<file path="src/rtl/sric_pkg.sv">
// Constants for the standby, reset and interrupt controller
package sric_pkg;
  // ==========================================================
  // Timing
  // ==========================================================
  localparam int unsigned CLK_HZ         = 125_000_000;
  localparam int unsigned CLK_PER_MS     = CLK_HZ / 1000;
  localparam int unsigned POR_HOLD_MS    = 300;
  localparam int unsigned POR_HOLD_CYC   = POR_HOLD_MS * CLK_PER_MS;
  localparam int unsigned DEBOUNCE_MS    = 10;
  localparam int unsigned DEBOUNCE_CYC   = DEBOUNCE_MS * CLK_PER_MS;
  localparam int unsigned EXIT_DELAY_MS  = 50;
  localparam int unsigned EXIT_DELAY_CYC = EXIT_DELAY_MS * CLK_PER_MS;
  // ==========================================================
  // Register map
  // ==========================================================
  localparam int         ADDR_W       = 4;
  localparam logic [3:0] OFS_STATUS   = 4'h0;
  localparam logic [3:0] OFS_CLEAR    = 4'h4;
  localparam int         ST_STBY_IRQ  = 0;
  localparam int         ST_KBD_FLAG  = 1;
  localparam int         ST_STANDBY   = 2;
  localparam int         ST_IRQ_EN    = 3;
  localparam int         ST_CPU_RST   = 4;
  localparam int         ST_GPIB_RST  = 5;
  localparam int         CLR_STBY_IRQ = 0;
  localparam int         CLR_KBD      = 1;
  localparam logic [1:0] RESP_OKAY    = 2'h0;
  localparam logic [1:0] RESP_DECERR  = 2'h3;
  // ==========================================================
  // Pin inputs
  // ==========================================================
  localparam int         NPINS     = 6;
  localparam int         PIN_PWR   = 0;
  localparam int         PIN_KEY   = 1;
  localparam int         PIN_SLEEP = 2;
  localparam int         PIN_KRDY  = 3;
  localparam int         PIN_MEAS  = 4;
  localparam int         PIN_GPIB  = 5;
  localparam logic [5:0] PIN_RST   = 6'h06;
endpackage

</file>
<file path="src/rtl/sric_debounce.sv">
// Key debouncer: output follows input once it has held steady
`timescale 1ns/1ps
module sric_debounce #(
  parameter int unsigned CNT = 16
)(
  input  wire logic clk,
  input  wire logic rst_n,
  input  wire logic din,
  output logic      dout
);
  logic [31:0] cnt_ff;

  // ==========================================================
  // Stability counter
  // ==========================================================
  // Any bounce restarts the count, so only a settled level passes
  always_ff @(posedge clk)
  begin
    if (!rst_n)
    begin
      cnt_ff <= 32'h0;
      dout   <= 1'b1;
    end
    else if (din == dout)
    begin
      cnt_ff <= 32'h0;
    end
    else if (cnt_ff >= CNT - 1)
    begin
      cnt_ff <= 32'h0;
      dout   <= din;
    end
    else
    begin
      cnt_ff <= cnt_ff + 32'h1;
    end
  end
endmodule

</file>
<file path="src/rtl/sric_top.sv">
// Standby, reset and interrupt controller with AXI4-Lite status port
//
// Summary of operation
// - Hold reset about 300 ms after power arrives, then release.
// - Processor and GPIB resets both come from the same power-on timing.
// - Standby supply drop restarts the full reset interval.
// - Debounced falling standby key edge sets the standby interrupt latch.
// - Standby interrupt latch set drives processor interrupt low.
// - Standby interrupt flag is readable by the processor.
// - Each setting of the standby interrupt latch toggles standby state.
// - In standby: indicator lit, other interrupt sources blocked.
// - In standby: shutdown asserted to all supplies but standby ones.
// - After sleep entry only the standby key leaves standby.
// - Key-ready rising edge sets keyboard latch: flag and request.
// - Keyboard, measurement and GPIB requests ORed into one request.
// - Combined request reaches processor only outside standby.
// - Standby interrupt bypasses standby gating on entry; on exit it waits out the exit delay.
// - In standby interrupts disabled and GPIB reset held.
// - After leaving standby, delay before interrupts and GPIB release.
//
// The implementer's own choices: register access over AXI4-Lite and the placing of the registers.
`timescale 1ns/1ps
module sric_top #(
  parameter int unsigned POR_CYC  = sric_pkg::POR_HOLD_CYC,
  parameter int unsigned DEB_CYC  = sric_pkg::DEBOUNCE_CYC,
  parameter int unsigned EXIT_CYC = sric_pkg::EXIT_DELAY_CYC
)(
  input  wire logic                        CLK,
  input  wire logic                        RESETN,
  input  wire logic                        STBY_SUPPLY_OK,
  input  wire logic                        STBY_KEY_N,
  input  wire logic                        SLEEP_REQ_N,
  input  wire logic                        KEY_READY,
  input  wire logic                        MEASURE_UNIT_IRQ,
  input  wire logic                        GPIB_IRQ,
  output logic                             CPU_RESET_N,
  output logic                             GPIB_RESET_N,
  output logic                             CPU_IRQ_N,
  output logic                             STANDBY_LED,
  output logic                             SUPPLY_SHUTDOWN,
  input  wire logic [sric_pkg::ADDR_W-1:0] S_AXI_AWADDR,
  input  wire logic                        S_AXI_AWVALID,
  output logic                             S_AXI_AWREADY,
  input  wire logic [31:0]                 S_AXI_WDATA,
  input  wire logic [3:0]                  S_AXI_WSTRB,
  input  wire logic                        S_AXI_WVALID,
  output logic                             S_AXI_WREADY,
  output logic [1:0]                       S_AXI_BRESP,
  output logic                             S_AXI_BVALID,
  input  wire logic                        S_AXI_BREADY,
  input  wire logic [sric_pkg::ADDR_W-1:0] S_AXI_ARADDR,
  input  wire logic                        S_AXI_ARVALID,
  output logic                             S_AXI_ARREADY,
  output logic [31:0]                      S_AXI_RDATA,
  output logic [1:0]                       S_AXI_RRESP,
  output logic                             S_AXI_RVALID,
  input  wire logic                        S_AXI_RREADY
);
  // ==========================================================
  // Pin synchronisers
  // ==========================================================
  logic [5:0] pin_meta_ff;
  logic [5:0] pin_sync_ff;
  wire  [5:0] pins = {GPIB_IRQ, MEASURE_UNIT_IRQ, KEY_READY,
                      SLEEP_REQ_N, STBY_KEY_N, STBY_SUPPLY_OK};
  always_ff @(posedge CLK)
  begin
    if (!RESETN)
    begin
      pin_meta_ff <= sric_pkg::PIN_RST;
      pin_sync_ff <= sric_pkg::PIN_RST;
    end
    else
    begin
      pin_meta_ff <= pins;
      pin_sync_ff <= pin_meta_ff;
    end
  end
  wire supply_ok = pin_sync_ff[sric_pkg::PIN_PWR];
  wire sleep_n   = pin_sync_ff[sric_pkg::PIN_SLEEP];
  wire krdy      = pin_sync_ff[sric_pkg::PIN_KRDY];
  // ==========================================================
  // Power-on and power-fail reset timer
  // ==========================================================
  logic [31:0] por_cnt_ff;
  logic [31:0] nxt_por_cnt;
  wire         por_done = (por_cnt_ff >= POR_CYC);
  // A dip restarts the whole hold, so a quick return still gets a full reset
  assign nxt_por_cnt = !supply_ok ? 32'h0 :
                       por_done   ? por_cnt_ff :
                                    por_cnt_ff + 32'h1;

  always_ff @(posedge CLK)
  begin
    if (!RESETN)
      por_cnt_ff <= 32'h0;
    else
      por_cnt_ff <= nxt_por_cnt;
  end
  // ==========================================================
  // Standby key, sleep request and key-ready edges
  // ==========================================================
  logic key_n_db;
  logic key_prev_ff;
  logic sleep_prev_ff;
  logic krdy_prev_ff;
  sric_debounce #(
    .CNT (DEB_CYC)
  ) u_key_db (
    .clk   (CLK),
    .rst_n (RESETN),
    .din   (pin_sync_ff[sric_pkg::PIN_KEY]),
    .dout  (key_n_db)
  );

  always_ff @(posedge CLK)
  begin
    if (!RESETN)
    begin
      key_prev_ff   <= 1'b1;
      sleep_prev_ff <= 1'b1;
      krdy_prev_ff  <= 1'b0;
    end
    else
    begin
      key_prev_ff   <= key_n_db;
      sleep_prev_ff <= sleep_n;
      krdy_prev_ff  <= krdy;
    end
  end
  logic standby_ff;
  logic stby_irq_ff;
  logic kbd_ff;
  logic clr_stby;
  logic clr_kbd;
  wire key_press = key_prev_ff & ~key_n_db;
  // Sleep only puts the unit to sleep; waking needs the key
  wire sleep_req = sleep_prev_ff & ~sleep_n & ~standby_ff;
  wire stby_set  = (key_press | sleep_req) & por_done;
  wire stby_rise = stby_set & ~stby_irq_ff;
  wire krdy_rise = krdy & ~krdy_prev_ff;

  // ==========================================================
  // Interrupt and standby latches
  // ==========================================================
  logic nxt_stby_irq;
  logic nxt_kbd;
  logic nxt_standby;
  // Set beats clear when both land in one cycle
  assign nxt_stby_irq = stby_set | (stby_irq_ff & ~clr_stby);
  assign nxt_kbd      = krdy_rise | (kbd_ff & ~clr_kbd);
  assign nxt_standby  = stby_rise ? ~standby_ff : standby_ff;

  always_ff @(posedge CLK)
  begin
    if (!RESETN || !por_done)
    begin
      stby_irq_ff <= 1'b0;
      kbd_ff      <= 1'b0;
      standby_ff  <= 1'b0;
    end
    else
    begin
      stby_irq_ff <= nxt_stby_irq;
      kbd_ff      <= nxt_kbd;
      standby_ff  <= nxt_standby;
    end
  end
  // ==========================================================
  // Standby exit delay
  // ==========================================================
  logic [31:0] exit_cnt_ff;
  wire         exit_done = (exit_cnt_ff >= EXIT_CYC);
  wire         exit_wait = ~standby_ff & ~exit_done;
  wire         irq_en    = ~standby_ff & exit_done;

  always_ff @(posedge CLK)
  begin
    if (!RESETN)
      exit_cnt_ff <= 32'(EXIT_CYC);
    else if (standby_ff)
      exit_cnt_ff <= 32'h0;
    else if (!exit_done)
      exit_cnt_ff <= exit_cnt_ff + 32'h1;
  end

  // ==========================================================
  // Interrupt combining and outputs
  // ==========================================================
  wire comb_req = kbd_ff | pin_sync_ff[sric_pkg::PIN_MEAS]
                         | pin_sync_ff[sric_pkg::PIN_GPIB];
  // Standby request bypasses standby gating but waits out the exit delay
  wire irq_on   = (stby_irq_ff & ~exit_wait)
                | (comb_req & irq_en);

  always_ff @(posedge CLK)
  begin
    if (!RESETN)
    begin
      CPU_RESET_N     <= 1'b0;
      GPIB_RESET_N    <= 1'b0;
      CPU_IRQ_N       <= 1'b1;
      STANDBY_LED     <= 1'b0;
      SUPPLY_SHUTDOWN <= 1'b0;
    end
    else
    begin
      CPU_RESET_N     <= por_done;
      GPIB_RESET_N    <= por_done & irq_en;
      CPU_IRQ_N       <= ~irq_on;
      STANDBY_LED     <= standby_ff;
      SUPPLY_SHUTDOWN <= standby_ff;
    end
  end

  // ==========================================================
  // AXI4-Lite write channel
  // ==========================================================
  logic                        aw_full_ff;
  logic                        w_full_ff;
  logic [sric_pkg::ADDR_W-1:0] awaddr_ff;
  logic [31:0]                 wdata_ff;
  logic                        wstrb0_ff;
  wire aw_hs  = S_AXI_AWVALID & S_AXI_AWREADY;
  wire w_hs   = S_AXI_WVALID & S_AXI_WREADY;
  wire wr_go  = aw_full_ff & w_full_ff & ~S_AXI_BVALID;
  wire wr_hit = (awaddr_ff == sric_pkg::OFS_CLEAR)
              | (awaddr_ff == sric_pkg::OFS_STATUS);
  wire wr_clr = wr_go & (awaddr_ff == sric_pkg::OFS_CLEAR) & wstrb0_ff;
  assign clr_stby = wr_clr & wdata_ff[sric_pkg::CLR_STBY_IRQ];
  assign clr_kbd  = wr_clr & wdata_ff[sric_pkg::CLR_KBD];

  wire nxt_aw_full = aw_hs | (aw_full_ff & ~wr_go);
  wire nxt_w_full  = w_hs | (w_full_ff & ~wr_go);
  always_ff @(posedge CLK)
  begin
    if (!RESETN)
    begin
      aw_full_ff    <= 1'b0;
      w_full_ff     <= 1'b0;
      awaddr_ff     <= '0;
      wdata_ff      <= 32'h0;
      wstrb0_ff     <= 1'b0;
      S_AXI_AWREADY <= 1'b0;
      S_AXI_WREADY  <= 1'b0;
      S_AXI_BVALID  <= 1'b0;
      S_AXI_BRESP   <= sric_pkg::RESP_OKAY;
    end
    else
    begin
      aw_full_ff    <= nxt_aw_full;
      w_full_ff     <= nxt_w_full;
      S_AXI_AWREADY <= ~nxt_aw_full;
      S_AXI_WREADY  <= ~nxt_w_full;
      if (aw_hs)
        awaddr_ff <= S_AXI_AWADDR;
      if (w_hs)
      begin
        wdata_ff  <= S_AXI_WDATA;
        wstrb0_ff <= S_AXI_WSTRB[0];
      end
      if (wr_go)
      begin
        S_AXI_BVALID <= 1'b1;
        S_AXI_BRESP  <= wr_hit ? sric_pkg::RESP_OKAY : sric_pkg::RESP_DECERR;
      end
      else if (S_AXI_BREADY)
        S_AXI_BVALID <= 1'b0;
    end
  end

  // ==========================================================
  // AXI4-Lite read channel
  // ==========================================================
  logic [31:0] status_word;
  always_comb
  begin
    status_word = 32'h0;
    status_word[sric_pkg::ST_STBY_IRQ] = stby_irq_ff;
    status_word[sric_pkg::ST_KBD_FLAG] = kbd_ff;
    status_word[sric_pkg::ST_STANDBY]  = standby_ff;
    status_word[sric_pkg::ST_IRQ_EN]   = irq_en;
    status_word[sric_pkg::ST_CPU_RST]  = ~por_done;
    status_word[sric_pkg::ST_GPIB_RST] = ~(por_done & irq_en);
  end
  wire ar_hs   = S_AXI_ARVALID & S_AXI_ARREADY;
  wire rd_stat = (S_AXI_ARADDR == sric_pkg::OFS_STATUS);
  wire rd_clr  = (S_AXI_ARADDR == sric_pkg::OFS_CLEAR);
  always_ff @(posedge CLK)
  begin
    if (!RESETN)
    begin
      S_AXI_ARREADY <= 1'b0;
      S_AXI_RVALID  <= 1'b0;
      S_AXI_RDATA   <= 32'h0;
      S_AXI_RRESP   <= sric_pkg::RESP_OKAY;
    end
    else if (ar_hs)
    begin
      S_AXI_ARREADY <= 1'b0;
      S_AXI_RVALID  <= 1'b1;
      S_AXI_RDATA   <= rd_stat ? status_word : 32'h0;
      S_AXI_RRESP   <= (rd_stat | rd_clr) ? sric_pkg::RESP_OKAY
                                          : sric_pkg::RESP_DECERR;
    end
    else if (S_AXI_RVALID && S_AXI_RREADY)
    begin
      S_AXI_RVALID  <= 1'b0;
      S_AXI_ARREADY <= 1'b1;
    end
    else if (!S_AXI_RVALID)
      S_AXI_ARREADY <= 1'b1;
  end
endmodule

</file>
<file path="config.mk">
export PLATFORM = sky130hd
export DESIGN_NAME = sric_top
export DESIGN_NICKNAME = d
export VERILOG_FILES = /design/src/rtl/sric_pkg.sv /design/src/rtl/sric_debounce.sv /design/src/rtl/sric_top.sv
export SDC_FILE = /design/constraint.sdc
export NUM_CORES = 1
export LEC_CHECK = 0
export BUFFER_PORTS_ARGS = -buffer_cell sky130_fd_sc_hd__buf_2
export CAP_MARGIN = 20
export CORE_UTILIZATION = 45
export CTS_CLUSTER_DIAMETER = 60
export DETAILED_ROUTE_END_ITERATION = 16
export PLACE_DENSITY = 0.65
export SLEW_MARGIN = 10
export SYNTH_ARGS = -nofsm -noshare
export SYNTH_HDL_FRONTEND = slang
export SYNTH_SLANG_ARGS = --single-unit
</file>
<file path="constraint.sdc">
create_clock -name CLK -period 2.5 [get_ports CLK]
set_input_delay 0.25 -clock CLK [delete_from_list [all_inputs] [get_ports CLK]]
set_output_delay 0.25 -clock CLK [all_outputs]
set_load 0.02 [all_outputs]
</file>
* Word level (Yosys, flattened, before mapping) *
Cells that the tools add are included.
W data, S select, Z words.

word-level totals
  input port bits = 57
  logic and storage cells = 117
  register bits after elaboration = 169

operators by class
  bitwise logic cells = 52
  reduce and logical (&&, ||, !) cells = 13
  $lt $le $gt $ge = 3
  multiplexer cells = 11
  add/sub/neg operators = 3
  equality and inequality tests = 5

operators with widths
  operator                 count
  $add A32 B1 Y32 const B  3
  $mux W23                 2
  $ge A32 B21 Y1 const B   1
  $ge A32 B23 Y1 const B   1
  $ge A32 B26 Y1 const B   1
  $and A1 B1 Y1            24
  $not A1 Y1               18
  $or A1 B1 Y1             10
  $eq A4 B3 Y1 const B     2
  $logic_not A4 Y1         2
  $mux W1                  6
  $mux W6                  1
  $mux W2                  2
  $reduce_and A2 Y1        2
  $reduce_bool A2 Y1       2
  $reduce_or A2 Y1         2
  $reduce_or A3 Y1         1
  $logic_not A1 Y1         2
  $ne A2 B1 Y1 const B     1
  $ne A2 B2 Y1 const B     1
  $eq A1 B1 Y1             1
  $logic_and A1 B1 Y1      1
  $logic_or A1 B1 Y1       1

* Logic depth before layout (Yosys ltp) *
Gate-level depths: netlist of the first run.

  depth after elaboration = 8
  mapped depth = 8
  mapped depth without buffers = 6

* Hierarchy *
From an unflattened synthesis of the first run, not the netlist that was laid out.

second synthesis, totals
  cells, all modules = 681
  area, all modules = 6110.9 sq um

modules (own cells, without submodules)
  module         instances  cells an instance  area each (sq um)  sequential area each (sq um)
  sric_top       1          548                4777.1             2162.1
  sric_debounce  1          133                1333.8             660.6

* Worst setup path before layout of the first run *
OpenSTA, ideal clock, no wires.

  path kind = register to register
  start = register por_cnt_ff[22]
  end = register por_cnt_ff[16]
  cell stages (with the launch flop) = 7
  slack = 0.390 ns
  data arrival time = 2.039 ns
  path buffers = 1
  cell sequence = dfxtp_1 or4_1 o311a_2 a211o_1 buf_6 or4_1 a21oi_1

on the way
  cells in the longest elaborated chain, start to end = 1

ends and longest elaborated chain
  item                    line            source
  start, declared         sric_top.sv:85  logic [31:0] por_cnt_ff;
  start signal, assigned  sric_top.sv:98  por_cnt_ff <= nxt_por_cnt;
  $ge A32 B26 Y1          sric_top.sv:87  wire por_done = (por_cnt_ff >= POR_CYC);

Every way passes these cells.
A chain may end at the register's enable or synchronous reset.

* Worst setup path after layout of the first run *
  start = register u_key_db.cnt_ff[10]
  end = register u_key_db.cnt_ff[2]

on the way
  cells in the longest elaborated chain, start to end = 2

ends and longest elaborated chain
  item                               line                 source
  start, declared                    sric_debounce.sv:11  logic [31:0] cnt_ff;
  start signal, assigned             sric_debounce.sv:35  cnt_ff <= cnt_ff + 32'h1;
  $ge A32 B21 Y1                     sric_debounce.sv:28  else if (cnt_ff >= CNT - 1)
  $reduce_or A3 Y1 (no source line)  n/a

Every way passes these cells.

==> metrics.md, run 1 <==
| Metric | Value |
|---|---|
| Initial core utilization | 47.0% |
| TNS Setup | 0 ns |
| Insertion delay to the later sink of the worst-skew pair | 0.42 ns |
| Final wirelength | 12800 um |
| Die X | around 120 um |
| Per-cell via count in the routed design | 5.44 |
| TritonCTS clock tree | done |
| Fraction of the mapped netlist area in simple logic gates | 27.6% |
| Layout-stage area growth over the synthesis result | 16.9% |
| Bufs on Longest Clock Path | 2 |
| Post-synthesis cell count | between 600 and 700 |
| Leading area contributor after synthesis | dfxtp_1 |
| Number of synthesized register bits | roughly 140 |
| Maximum fanout along the worst path | 20 |
| Final hold viol count | 0 |
| Number of buffers created by CTS | 17 |
| Final WS setup | 0.149 ns |
| Proportion of synthesized area in mux cells | 0.996% |
| Count of unique library cells instantiated by Yosys | 54 |
| Met3 Usage GRT | between 5 and 6% |
| Max capacitance violation total | 0 |
| Data required time of the worst path | ~2.9 ns |
| Primary flip-flop cell chosen by synthesis mapping | dfxtp_1 |
| Drt first pass iters | 4 |
| Fraction of synthesized cell area in xor and xnor cells | 4.36% |
| Antenna violations before repair | 0 |
| Post-CTS repair timing setup buffer count | 0 |
| FMAX | 425 MHz |
| Static leakage | 0.00280 uW |
| Share of post-route cells with drive strength above 1 | 13.5% |
| Ports placed on the boundary | approximately 100 |
| Core Footprint | 0.0128 sq mm |
| Setup crit end kind | flip-flop |
| Drt first-iter violations | 244 |
| Global Route Usage Sum | 19.2% |
| Global-route met1 utilization | 23.5% |
| Type of the tightest min-delay check | input port to flip-flop |
| Number of remaining DRC errors | 0 |
| Synth Area in Compound Gates | 12.6% |
| Global-route wire length before repair | ~22000 um |
| Critical Path AT | 2.70 ns |
| Cell at the root of the clock tree | clkbuf_16 |
| Fraction of met2 tracks used by global routing | 31.6% |
| Overflow left after global routing | 0 |
| Combined area of all synthesized cells | 0.00603 sq mm |
| IO buf count | 43 |
| IR Drop Worst-Case VDD | about 0.00098 V |
| Crit start category | flip-flop |
| Adder and majority cell fraction of the synthesized area | 1.04% |
| Nets@finish | 802 |
| Overall die area | 0.0139 sq mm |
| Number of flops mapped to enable cells by yosys | 0 |
| Final setup violation count | 0 |
| Final critical-path required period | 2.35 ns |
| Yosys top cell area share | 46.8% |
| Worst Tran Pin Value | 0.623 ns |
| Remaining max-slew budget at the tightest pin | 58.1% |
| H-tree depth reported by CTS | 4 |
| Mean instance size in the synthesized netlist | 8.85 sq um |
| Number of global-route vias before repair | 4699 |
| RSZ-0062 raised after global routing | false |
| Instance area at placement | 0.00639 sq mm |
| Power per standard cell area | 741 mW/mm^2 |
| Post-route standard cell area excluding fillers | 0.00705 sq mm |
| Site row count | 41 |
| Post-detailed-route count of antenna-violating nets | 0 |
| Slew Viols, Final | 0 |
| Global placement routability congestion | 0.823 |
| Ys async rst share | 0% |
| Setup slack after placement | around 0.12 ns |
| Run status | finished, final reports clean |
| Main combinational cell family by area after synthesis | simple AND/OR/NAND/NOR gates |
| Final cycle utilization of the critical path | 94.0% |
| Half-perimeter wire length after detailed placement | 8720 um |
| Pin count of the biggest net entering global routing | 27 |
| Total number of vias | approximately 5000 |
| Grt peak-use layer | met2 |
| Kind of critical path | flip-flop to flip-flop |
| Ys Warns | 0 |
| Diode count | 0 |
| Clock slew seen by the registers of the worst setup and hold paths | 0.06 ns |
| Die height | ~120 um |
| Cell types with the largest area share after synthesis | dfxtp_1 (47%), nand2_1 (3.8%), buf_4 (3.6%) |
| WL per Instance | 13.8 um |
| Clock Skew | 0.0137 ns |
| Clock sink count | 141 |
| Sequential fraction of the synthesis area | 46.8% |
## flip-flops by register name, summed over array words and instances, names as in the netlist, 2 cells and up
register,count
por_cnt_ff,32
S_AXI_RDATA,6
wdata_ff,2
pin_sync_ff,6
exit_cnt_ff,32
awaddr_ff,4
pin_meta_ff,6
u_key_db.cnt_ff,32
## stage by stage
step                      power (uW)  utilization (%)  instances  hold WS, ns
final                           5220             54.9        925       0.0349
after global routing            5410             54.9        925       0.0297
after CTS                       5280             54.9        925       0.0215
after detailed placement        2510             49.8        893        0.402
after global placement          2500             49.8        893        0.389
after floorplan                 2490                -        717        0.351
## final timing paths
path,to,slack (ns),from,depth (start not counted)
worst max-delay path,u_key_db.cnt_ff[2],0.15,u_key_db.cnt_ff[10],5
worst min-delay path,pin_meta_ff[3],0.03,KEY_READY,2
worst max register to register,u_key_db.cnt_ff[2],0.15,u_key_db.cnt_ff[10],5
worst min register to register,pin_sync_ff[1],0.42,pin_meta_ff[1],1
## synthesized netlist by cell type (all sizes together) (9+ instances only)
| cell | number |
|---|---|
| nand3 | 34 |
| nor2b | 9 |
| o21ai | 22 |
| nor4 | 14 |
| nand2b | 11 |
| clkbuf | 23 |
| and2 | 17 |
| nand4 | 25 |
| nor2 | 55 |
| nand2 | 61 |
| or4 | 17 |
| inv | 17 |
| xor2 | 16 |
| nor3 | 12 |
| a21oi | 40 |
| dfxtp | 141 |
| and3 | 26 |
| buf | 32 |
| xnor2 | 14 |
| or3 | 12 |
## final cells by class
cell class	instances	area [sq um]
Clock buffer	19	443
Clock inverter	13	209
Fill cell	1202	5780
Inverter	17	63.8
Multi-Input combinational cell	504	2960
Sequential cell	141	2820
Tap cell	172	215
Timing Repair Buffer	59	335
## worst max-delay path: stages, from the launching register on
cell and delay (ns):
dfxtp_1 0.37, a211o_1 0.29, a2111oi_0 0.55, a21oi_1 0.18, or3_2 0.72, nor2_1 0.17
## per-layer routing
layer	vias to the layer above	wire length (um)
met1	2386	5890
met3	12	584
met5	-	0
met2	133	6200
met4	0	130
li1	2499	-
## kinds of logic after synthesis
kind of cell / Yosys count
compound gates: 115
xor+xnor: 30
fa+ha+maj: 5
buf+inv: 72
flops: 141
mux: 6
other cells: 1
simple gates: 311
## what timing repair did
action	CTS	global route
hold buffers	0	0
gates resized for setup	0	3
endpoints found under the setup margin	0	24
## report_power, final
| group | internal (uW) | leakage (uW) | total (uW) | switching [uW] |
|---|---|---|---|---|
| Sequential | 2280 | 0.00115 | 2300 | 18.3 |
| Combinational | 47.7 | 0.00133 | 157 | 109 |
| Clock | 1800 | 0.000322 | 2760 | 961 |
| Total | 4140 | 0.00280 | 5220 | 1090 |
## cell usage in the layout, fill, tap and decap left out, drive strengths merged, types with 20 or more instances in the layout
cell,Yosys,routed
inv,17,20
conb,1,37
nand3,34,34
nand2,61,61
dfxtp,141,141
nor2,55,55
buf,32,59
a21oi,40,40
o21ai,22,22
nand4,25,25
and3,26,26
(Power assumes the default switching activity.)
==> run 2, diff against run 1 <==
ABC_AREA = 1   (was default)
==> metrics.md, run 2 <==
| Metric | Value |
|---|---|
| Run status | finished, final reports clean |
| Post-CTS repair timing setup buffer count | 0 (unchanged) |
| Number of buffers created by CTS | 17 (unchanged) |
| Die height | 125 um (+5.8%) |
| WL per Instance | 11.2 um (-19%) |
| Overflow left after global routing | 0 (unchanged) |
| Final Instance Count excl. Fillers | 1189 (+29%) |
| Core Footprint | 0.0146 sq mm (+14%) |
| Critical Path AT | 2.14 ns (-0.56 ns) |
| Setup slack after placement | 0.638 ns (+0.521 ns) |
| Overall die area | 0.0155 sq mm (+12%) |
| TNS Setup | 0 ns (unchanged) |
| Nets@finish | 1054 (+31%) |
| Final WS setup | 0.643 ns (+0.494 ns) |
| Layout-stage area growth over the synthesis result | 12.7% |
| Post-detailed-route count of antenna-violating nets | 0 (unchanged) |
| Commonest cells post-synth | nand2_1 (215), nor2_1 (160), dfxtp_1 (141) |
| Global Route Usage Sum | 18.3% (-0.85 points) |
| Worst Tran Pin Value | 0.673 ns (+0.0504 ns) |
| Drt first pass iters | 5 (+1) |
| Number of flops mapped to enable cells by yosys | 0 (unchanged) |
| Primary flip-flop cell chosen by synthesis mapping | dfxtp_1 |
| Biggest regs | exit_cnt_ff (32), por_cnt_ff (32), u_key_db.cnt_ff (32) |
| Die X | 125 um (+5.8%) |
| Ports placed on the boundary | 103 (unchanged) |
| Yosys top cell area share | 41.8% (-5.1 points) |
| Diode count | 0 (unchanged) |
| Power per standard cell area | 815 mW/mm^2 (+10%) |
| Final setup violation count | 0 (unchanged) |
| IR Drop Worst-Case VDD | 0.000549 V (-44%) |
| Half-perimeter wire length after detailed placement | 9390 um (+7.7%) |
| Number of remaining DRC errors | 0 (unchanged) |
| Clock slew seen by the registers of the worst setup and hold paths | 0.06 ns (about the same) |
| Setup crit end kind | flip-flop |
| Clock sink count | 141 (unchanged) |
| Most common cell in the netlist | nand2_1 |
| Cell at the root of the clock tree | clkbuf_16 |
| Leading area contributor after synthesis | dfxtp_1 |
| Initial core utilization | 46.3% (-0.68 points) |
| Ys async rst share | 0% (unchanged) |
| IO buf count | 43 (unchanged) |
| Antenna violations before repair | 0 (unchanged) |
| Share of post-route cells with drive strength above 1 | 13.0% (-0.51 points) |
| Ys Warns | 0 (unchanged) |
| Leading cell type in the layout, fill and taps excluded | nand2_1 |
| Most frequent cells in the layout | nand2_1 (215), nor2_1 (160), dfxtp_1 (141) |
| Global placement routability congestion | 0.860 (+4.5%) |
| Max capacitance violation total | 0 (unchanged) |
| RSZ-0062 raised after global routing | false |
| Global-route wire length before repair | 23400 um (+8.2%) |
| Sequential fraction of the synthesis area | 41.8% (-5.1 points) |
| Bufs on Longest Clock Path | 2 (unchanged) |
| Number of synthesized register bits | 141 (unchanged) |
| Cell types with the largest area share after synthesis | dfxtp_1 (42%), nand2_1 (12%), nor2_1 (8.9%) |
| Post-synthesis cell count | 937 (+38%) |
| Drt first-iter violations | 343 (+41%) |
| Site row count | 44 (+7.3%) |
| Per-cell via count in the routed design | 4.69 (-14%) |
| FMAX | 539 MHz (+27%) |
| H-tree depth reported by CTS | 4 (unchanged) |
| Dpl cells | 1154 (+29%) |
| Pin count of the biggest net entering global routing | 43 (+59%) |
| Post-route standard cell area excluding fillers | 0.00761 sq mm (+8.0%) |
| Kind of critical path | flip-flop to flip-flop |
| Maximum fanout along the worst path | 21 (+5.0%) |
| Insertion delay to the later sink of the worst-skew pair | 0.42 ns (about the same) |
| Final hold viol count | 0 (unchanged) |
| Final wirelength | 13300 um (+4.2%) |
| Combined area of all synthesized cells | 0.00676 sq mm (+12%) |
| Remaining max-slew budget at the tightest pin | 54.9% (-3.2 points) |
| Instance area at placement | 0.00699 sq mm (+9.4%) |
| Static leakage | 0.00318 uW (+14%) |
| TritonCTS clock tree | done |
| Final critical-path required period | 1.86 ns (-0.494 ns) |
| Total number of vias | 5573 (+11%) |
| Number of global-route vias before repair | 5151 (+9.6%) |
| Mean instance size in the synthesized netlist | 7.21 sq um (-19%) |
| Crit start category | flip-flop |
| Clock Skew | 0.00776 ns (-0.00592 ns) |
| Filler cells | 1383 (+15%) |
| Count of unique library cells instantiated by Yosys | 43 (-20%) |
| Data required time of the worst path | 2.79 ns (-0.06 ns) |
| Type of the tightest min-delay check | input port to flip-flop |
| Final cycle utilization of the critical path | 74.3% (-20 points) |
| Slew Viols, Final | 0 (unchanged) |
[run 2: changes by cell type in the layout (fill, tap and decap cells not counted), sizes merged, moves of 12 or more]
cell / delta
nand2: +168
nor2: +115
inv: +91
nand3: +32
and3: -26
and2: -17
or4: -17
xor2: +16
buf: -12
or3: -12
[run 2: layer usage]
metal	track usage [%]	vias to the layer above	part of all wire, %
met5	0	-	0
li1	-	2986	-
met4	5.95	0	1.1
met2	29.7	106	46
met3	4.98	12	3.8
met1	23.4	2469	49
[run 2: worst max-delay path: stages, from the launching register on]
cell and delay [ns]:
dfxtp_1 0.41, nand2_1 0.10, nor2_1 0.16, nand3_1 0.10, nor2_2 0.15, nand2_1 0.08
nand2_2 0.28, buf_4 0.28, nor2_1 0.06, nand2_1 0.05, nand3_1 0.06
[run 2: report_power, final]
part           switching [uW]  total [uW]  internal (uW)
sequential                141        2540           2400
clock                    1080        2500           1420
combinational             763        1160            401
total                    1980        6210           4220
[run 2: path summary, 6_finish.rpt]
kind,from,slack (ns),cells after the start,to
worst min register to register,pin_meta_ff[2],0.41,1,pin_sync_ff[2]
worst max-delay path,exit_cnt_ff[17],0.64,10,exit_cnt_ff[11]
worst min-delay path,KEY_READY,0.02,3,pin_meta_ff[3]
worst max register to register,exit_cnt_ff[17],0.64,10,exit_cnt_ff[11]
[run 2: per-stage QoR]
stage / util [%] / hold slack [ns] / power [uW]
after global routing: 52.2 / 0.0172 / 6560
final: 52.2 / 0.0151 / 6210
after CTS: 52.2 / 0.00146 / 6260
after detailed placement: 47.9 / 0.396 / 3740
after global placement: 47.9 / 0.396 / 3730
after floorplan: - / 0.348 / 3620
[run 2: cells by family after synthesis]
kind of cell	share of synthesized area (%)
compound gates	7.39
xor+xnor	5.96
fa+ha+maj	0.926
buf+inv	11.5
flops	41.8
other cells	0.0555
simple gates	32.4
[run 2: final cells by class]
cell class / count / area [sq um] / share of cell area, %
multi-input cells: 678 / 3290 / 43.3
flip-flops and latches: 141 / 2820 / 37.1
clock buffers: 17 / 425 / 5.59
inverters: 104 / 395 / 5.19
repair buffers: 50 / 275 / 3.62
well taps: 184 / 230 / 3.02
clock inverters: 15 / 170 / 2.24
[run 2: repair_timing]
item,CTS,global route
hold buffers,3,0
gates resized for setup,0,0
endpoints found under the hold margin,3,0
==> run 3, diff against run 2 <==
PLACE_DENSITY = 0.67   (was 0.65)
clock period = 1.5 ns   (was 2.5 ns; I/O delays follow)
==> metrics.md, run 3 (same netlist as run 2, synthesis figures left out) <==
| Metric | Value |
|---|---|
| Run status | finished with violations |
| Violated checks | negative setup slack |
| Insertion delay to the later sink of the worst-skew pair | 0.43 ns (about the same) |
| Site row count | 44 (unchanged) |
| TritonCTS clock tree | done |
| Die X | 125 um (unchanged) |
| IR Drop Worst-Case VDD | 0.000911 V (+66%) |
| Leading cell type in the layout, fill and taps excluded | nand2_1 |
| Bufs on Longest Clock Path | 2 (unchanged) |
| Total power draw | 11500 uW (+86%) |
| Final setup violation count | 25 (+25) |
| Core Footprint | 0.0146 sq mm (unchanged) |
| Filler cells | 1282 (-7.3%) |
| Data required time of the worst path | 1.86 ns (-0.93 ns) |
| Area of combinational cells with multiple inputs | 0.00374 sq mm (+13%) |
| Global placement routability congestion | 0.889 (+3.3%) |
| Final cycle utilization of the critical path | 105% (+31 points) |
| Worst path most repeated cell | nand2_1 |
| WL per Instance | 12.3 um (+9.9%) |
| Number of buffers created by CTS | 17 (unchanged) |
| FMAX | 636 MHz (+18%) |
| Most frequent cells in the layout | nand2_1 (185), nor2_1 (123), dfxtp_1 (109) |
| Crit start category | flip-flop |
| Number of global-route vias before repair | 5641 (+9.5%) |
| Global Route Usage Sum | 19.8% (+1.5 points) |
| Die height | 125 um (unchanged) |
| Maximum fanout along the worst path | 5 (-76%) |
| Half-perimeter wire length after detailed placement | 10300 um (+10%) |
| Post-detailed-route count of antenna-violating nets | 0 (unchanged) |
| Static leakage | 0.00396 uW (+24%) |
| Hold path depth | 3 (unchanged) |
| Setup slack after placement | -0.0353 ns (-0.674 ns) |
| Clock Skew | 0.0114 ns (+0.00362 ns) |
| Total number of vias | 6210 (+11%) |
| Clock slew seen by the registers of the worst setup and hold paths | 0.06 ns (about the same) |
| Crit-path cells | nor2_1, nand2_1, a211oi_1, nand2_1, nand2_1, nand4_1, buf_6, clkbuf_16, nor2_1 |
| IO buf count | 43 (unchanged) |
| Final critical-path required period | 1.57 ns (-0.285 ns) |
| Final core utilization | 62.3% (+10 points) |
| Initial core utilization | 46.3% (unchanged) |
| Worst stage delay on the critical path | 0.34 ns (-0.07 ns) |
| Clock sink count | 141 (unchanged) |
| Antenna violations before repair | 0 (unchanged) |
| Diode count | 0 (unchanged) |
| Final wirelength | 16000 um (+20%) |
| Number of remaining DRC errors | 0 (unchanged) |
| Drt first-iter violations | 303 (-12%) |
| H-tree depth reported by CTS | 4 (unchanged) |
| Per-cell via count in the routed design | 4.80 (+2.3%) |
| Overflow left after global routing | 0 (unchanged) |
| RSZ-0062 raised after global routing | true |
| Critical Path AT | 1.94 ns (-0.20 ns) |
| Cell at the root of the clock tree | clkbuf_16 |
| Final hold slack | 0.0152 ns (+0.000120 ns) |
| Share of post-route cells with drive strength above 1 | 32.4% (+19 points) |
| Setup crit end kind | flip-flop |
| CP max-delay cell | dfxtp_1 |
| Seq. cell area | 0.00287 sq mm (+1.7%) |
| Overall die area | 0.0155 sq mm (unchanged) |
| Global-route wire length before repair | 24900 um (+6.4%) |
| Layout-stage area growth over the synthesis result | 34.6% |
| Final hold viol count | 0 (unchanged) |
| Biggest regs | exit_cnt_ff (32), por_cnt_ff (32), u_key_db.cnt_ff (32) |
| Kind of critical path | flip-flop to flip-flop |
| Power per standard cell area | 1270 mW/mm^2 (+55%) |
| Pin count of the biggest net entering global routing | 26 (-40%) |
| Nets@finish | 1160 (+10%) |
| Final WS setup | -0.0718 ns (-0.715 ns) |
| Slew Viols, Final | 0 (unchanged) |
| Max capacitance violation total | 0 (unchanged) |
| Drt first pass iters | 5 (unchanged) |
| Depth of the worst register-to-register path | 9 (-1) |
| Type of the tightest min-delay check | input port to flip-flop |
| Ports placed on the boundary | 103 (unchanged) |
## run 3: cell count changes in the layout (fill, tap and decap cells not counted), sizes merged
cell         delta
bufinv          -1
buf            +90
clkinvlp        -2
dlygate4sd3    +10
inv             +2
clkinv          +2
nand2           +1
clkbuf          +4
## run 3: path summary, 6_finish.rpt
kind	start	end	slack [ns]
max	u_key_db.cnt_ff[10]	u_key_db.cnt_ff[17]	-0.07
min reg2reg	pin_meta_ff[2]	pin_sync_ff[2]	0.42
max reg2reg	u_key_db.cnt_ff[10]	u_key_db.cnt_ff[17]	-0.07
min	S_AXI_ARADDR[3]	S_AXI_RRESP[0]	0.02
## run 3: per-layer routing
layer  global-route usage [%]  share of wire, %  vias to the layer above
met5                        0                 0                        -
met1                     24.3                45                     2864
met4                     8.65               2.3                        0
met3                     4.30               3.4                       34
met2                     33.1                49                      115
li1                         -                 -                     3197
## run 3: final cells by class
class,instances,area share (%)
Timing Repair inverter,1,0.124
Clock inverter,15,1.82
Clock buffer,17,4.68
Sequential cell,141,31.6
Timing Repair Buffer,154,13.6
Tap cell,184,2.53
Multi-Input combinational cell,679,41.1
Inverter,104,4.58
## run 3: power by group
| group | switching [uW] | internal (uW) | leakage [uW] |
|---|---|---|---|
| clock network | 1910 | 2240 | 0.000293 |
| registers | 195 | 4010 | 0.00116 |
| logic | 1670 | 1490 | 0.00250 |
## run 3: stage by stage
step | TNS (ns) | instance area [sq um] | cells
2_1_floorplan | 0 | 6900 | 973
3_3_place_gp | -0.158 | 7580 | 1226
3_5_place_dp | -0.732 | 7580 | 1226
4_1_cts | -0.0342 | 8400 | 1276
5_1_grt | -4.14 | 9090 | 1295
6_report | -1.19 | 9090 | 1295
## run 3: what timing repair did
item | 4_1_cts | 5_1_grt
gates resized for setup | 17 | 160
setup buffers | 5 | 12
hold buffers | 13 | 0
pin swaps | 8 | 39
endpoints found under the hold margin | 13 | 0
gates cloned | 0 | 7
setup endpoints to repair | 49 | 78
## run 3: worst max-delay path: cells and delay by family, from the launching register on
family                 cells  cell delay (ns)
buffers and inverters      2             0.31
and+or+nand+nor            6             0.62
DFF                        1             0.34
AOI/OAI and AO/OA          1             0.23
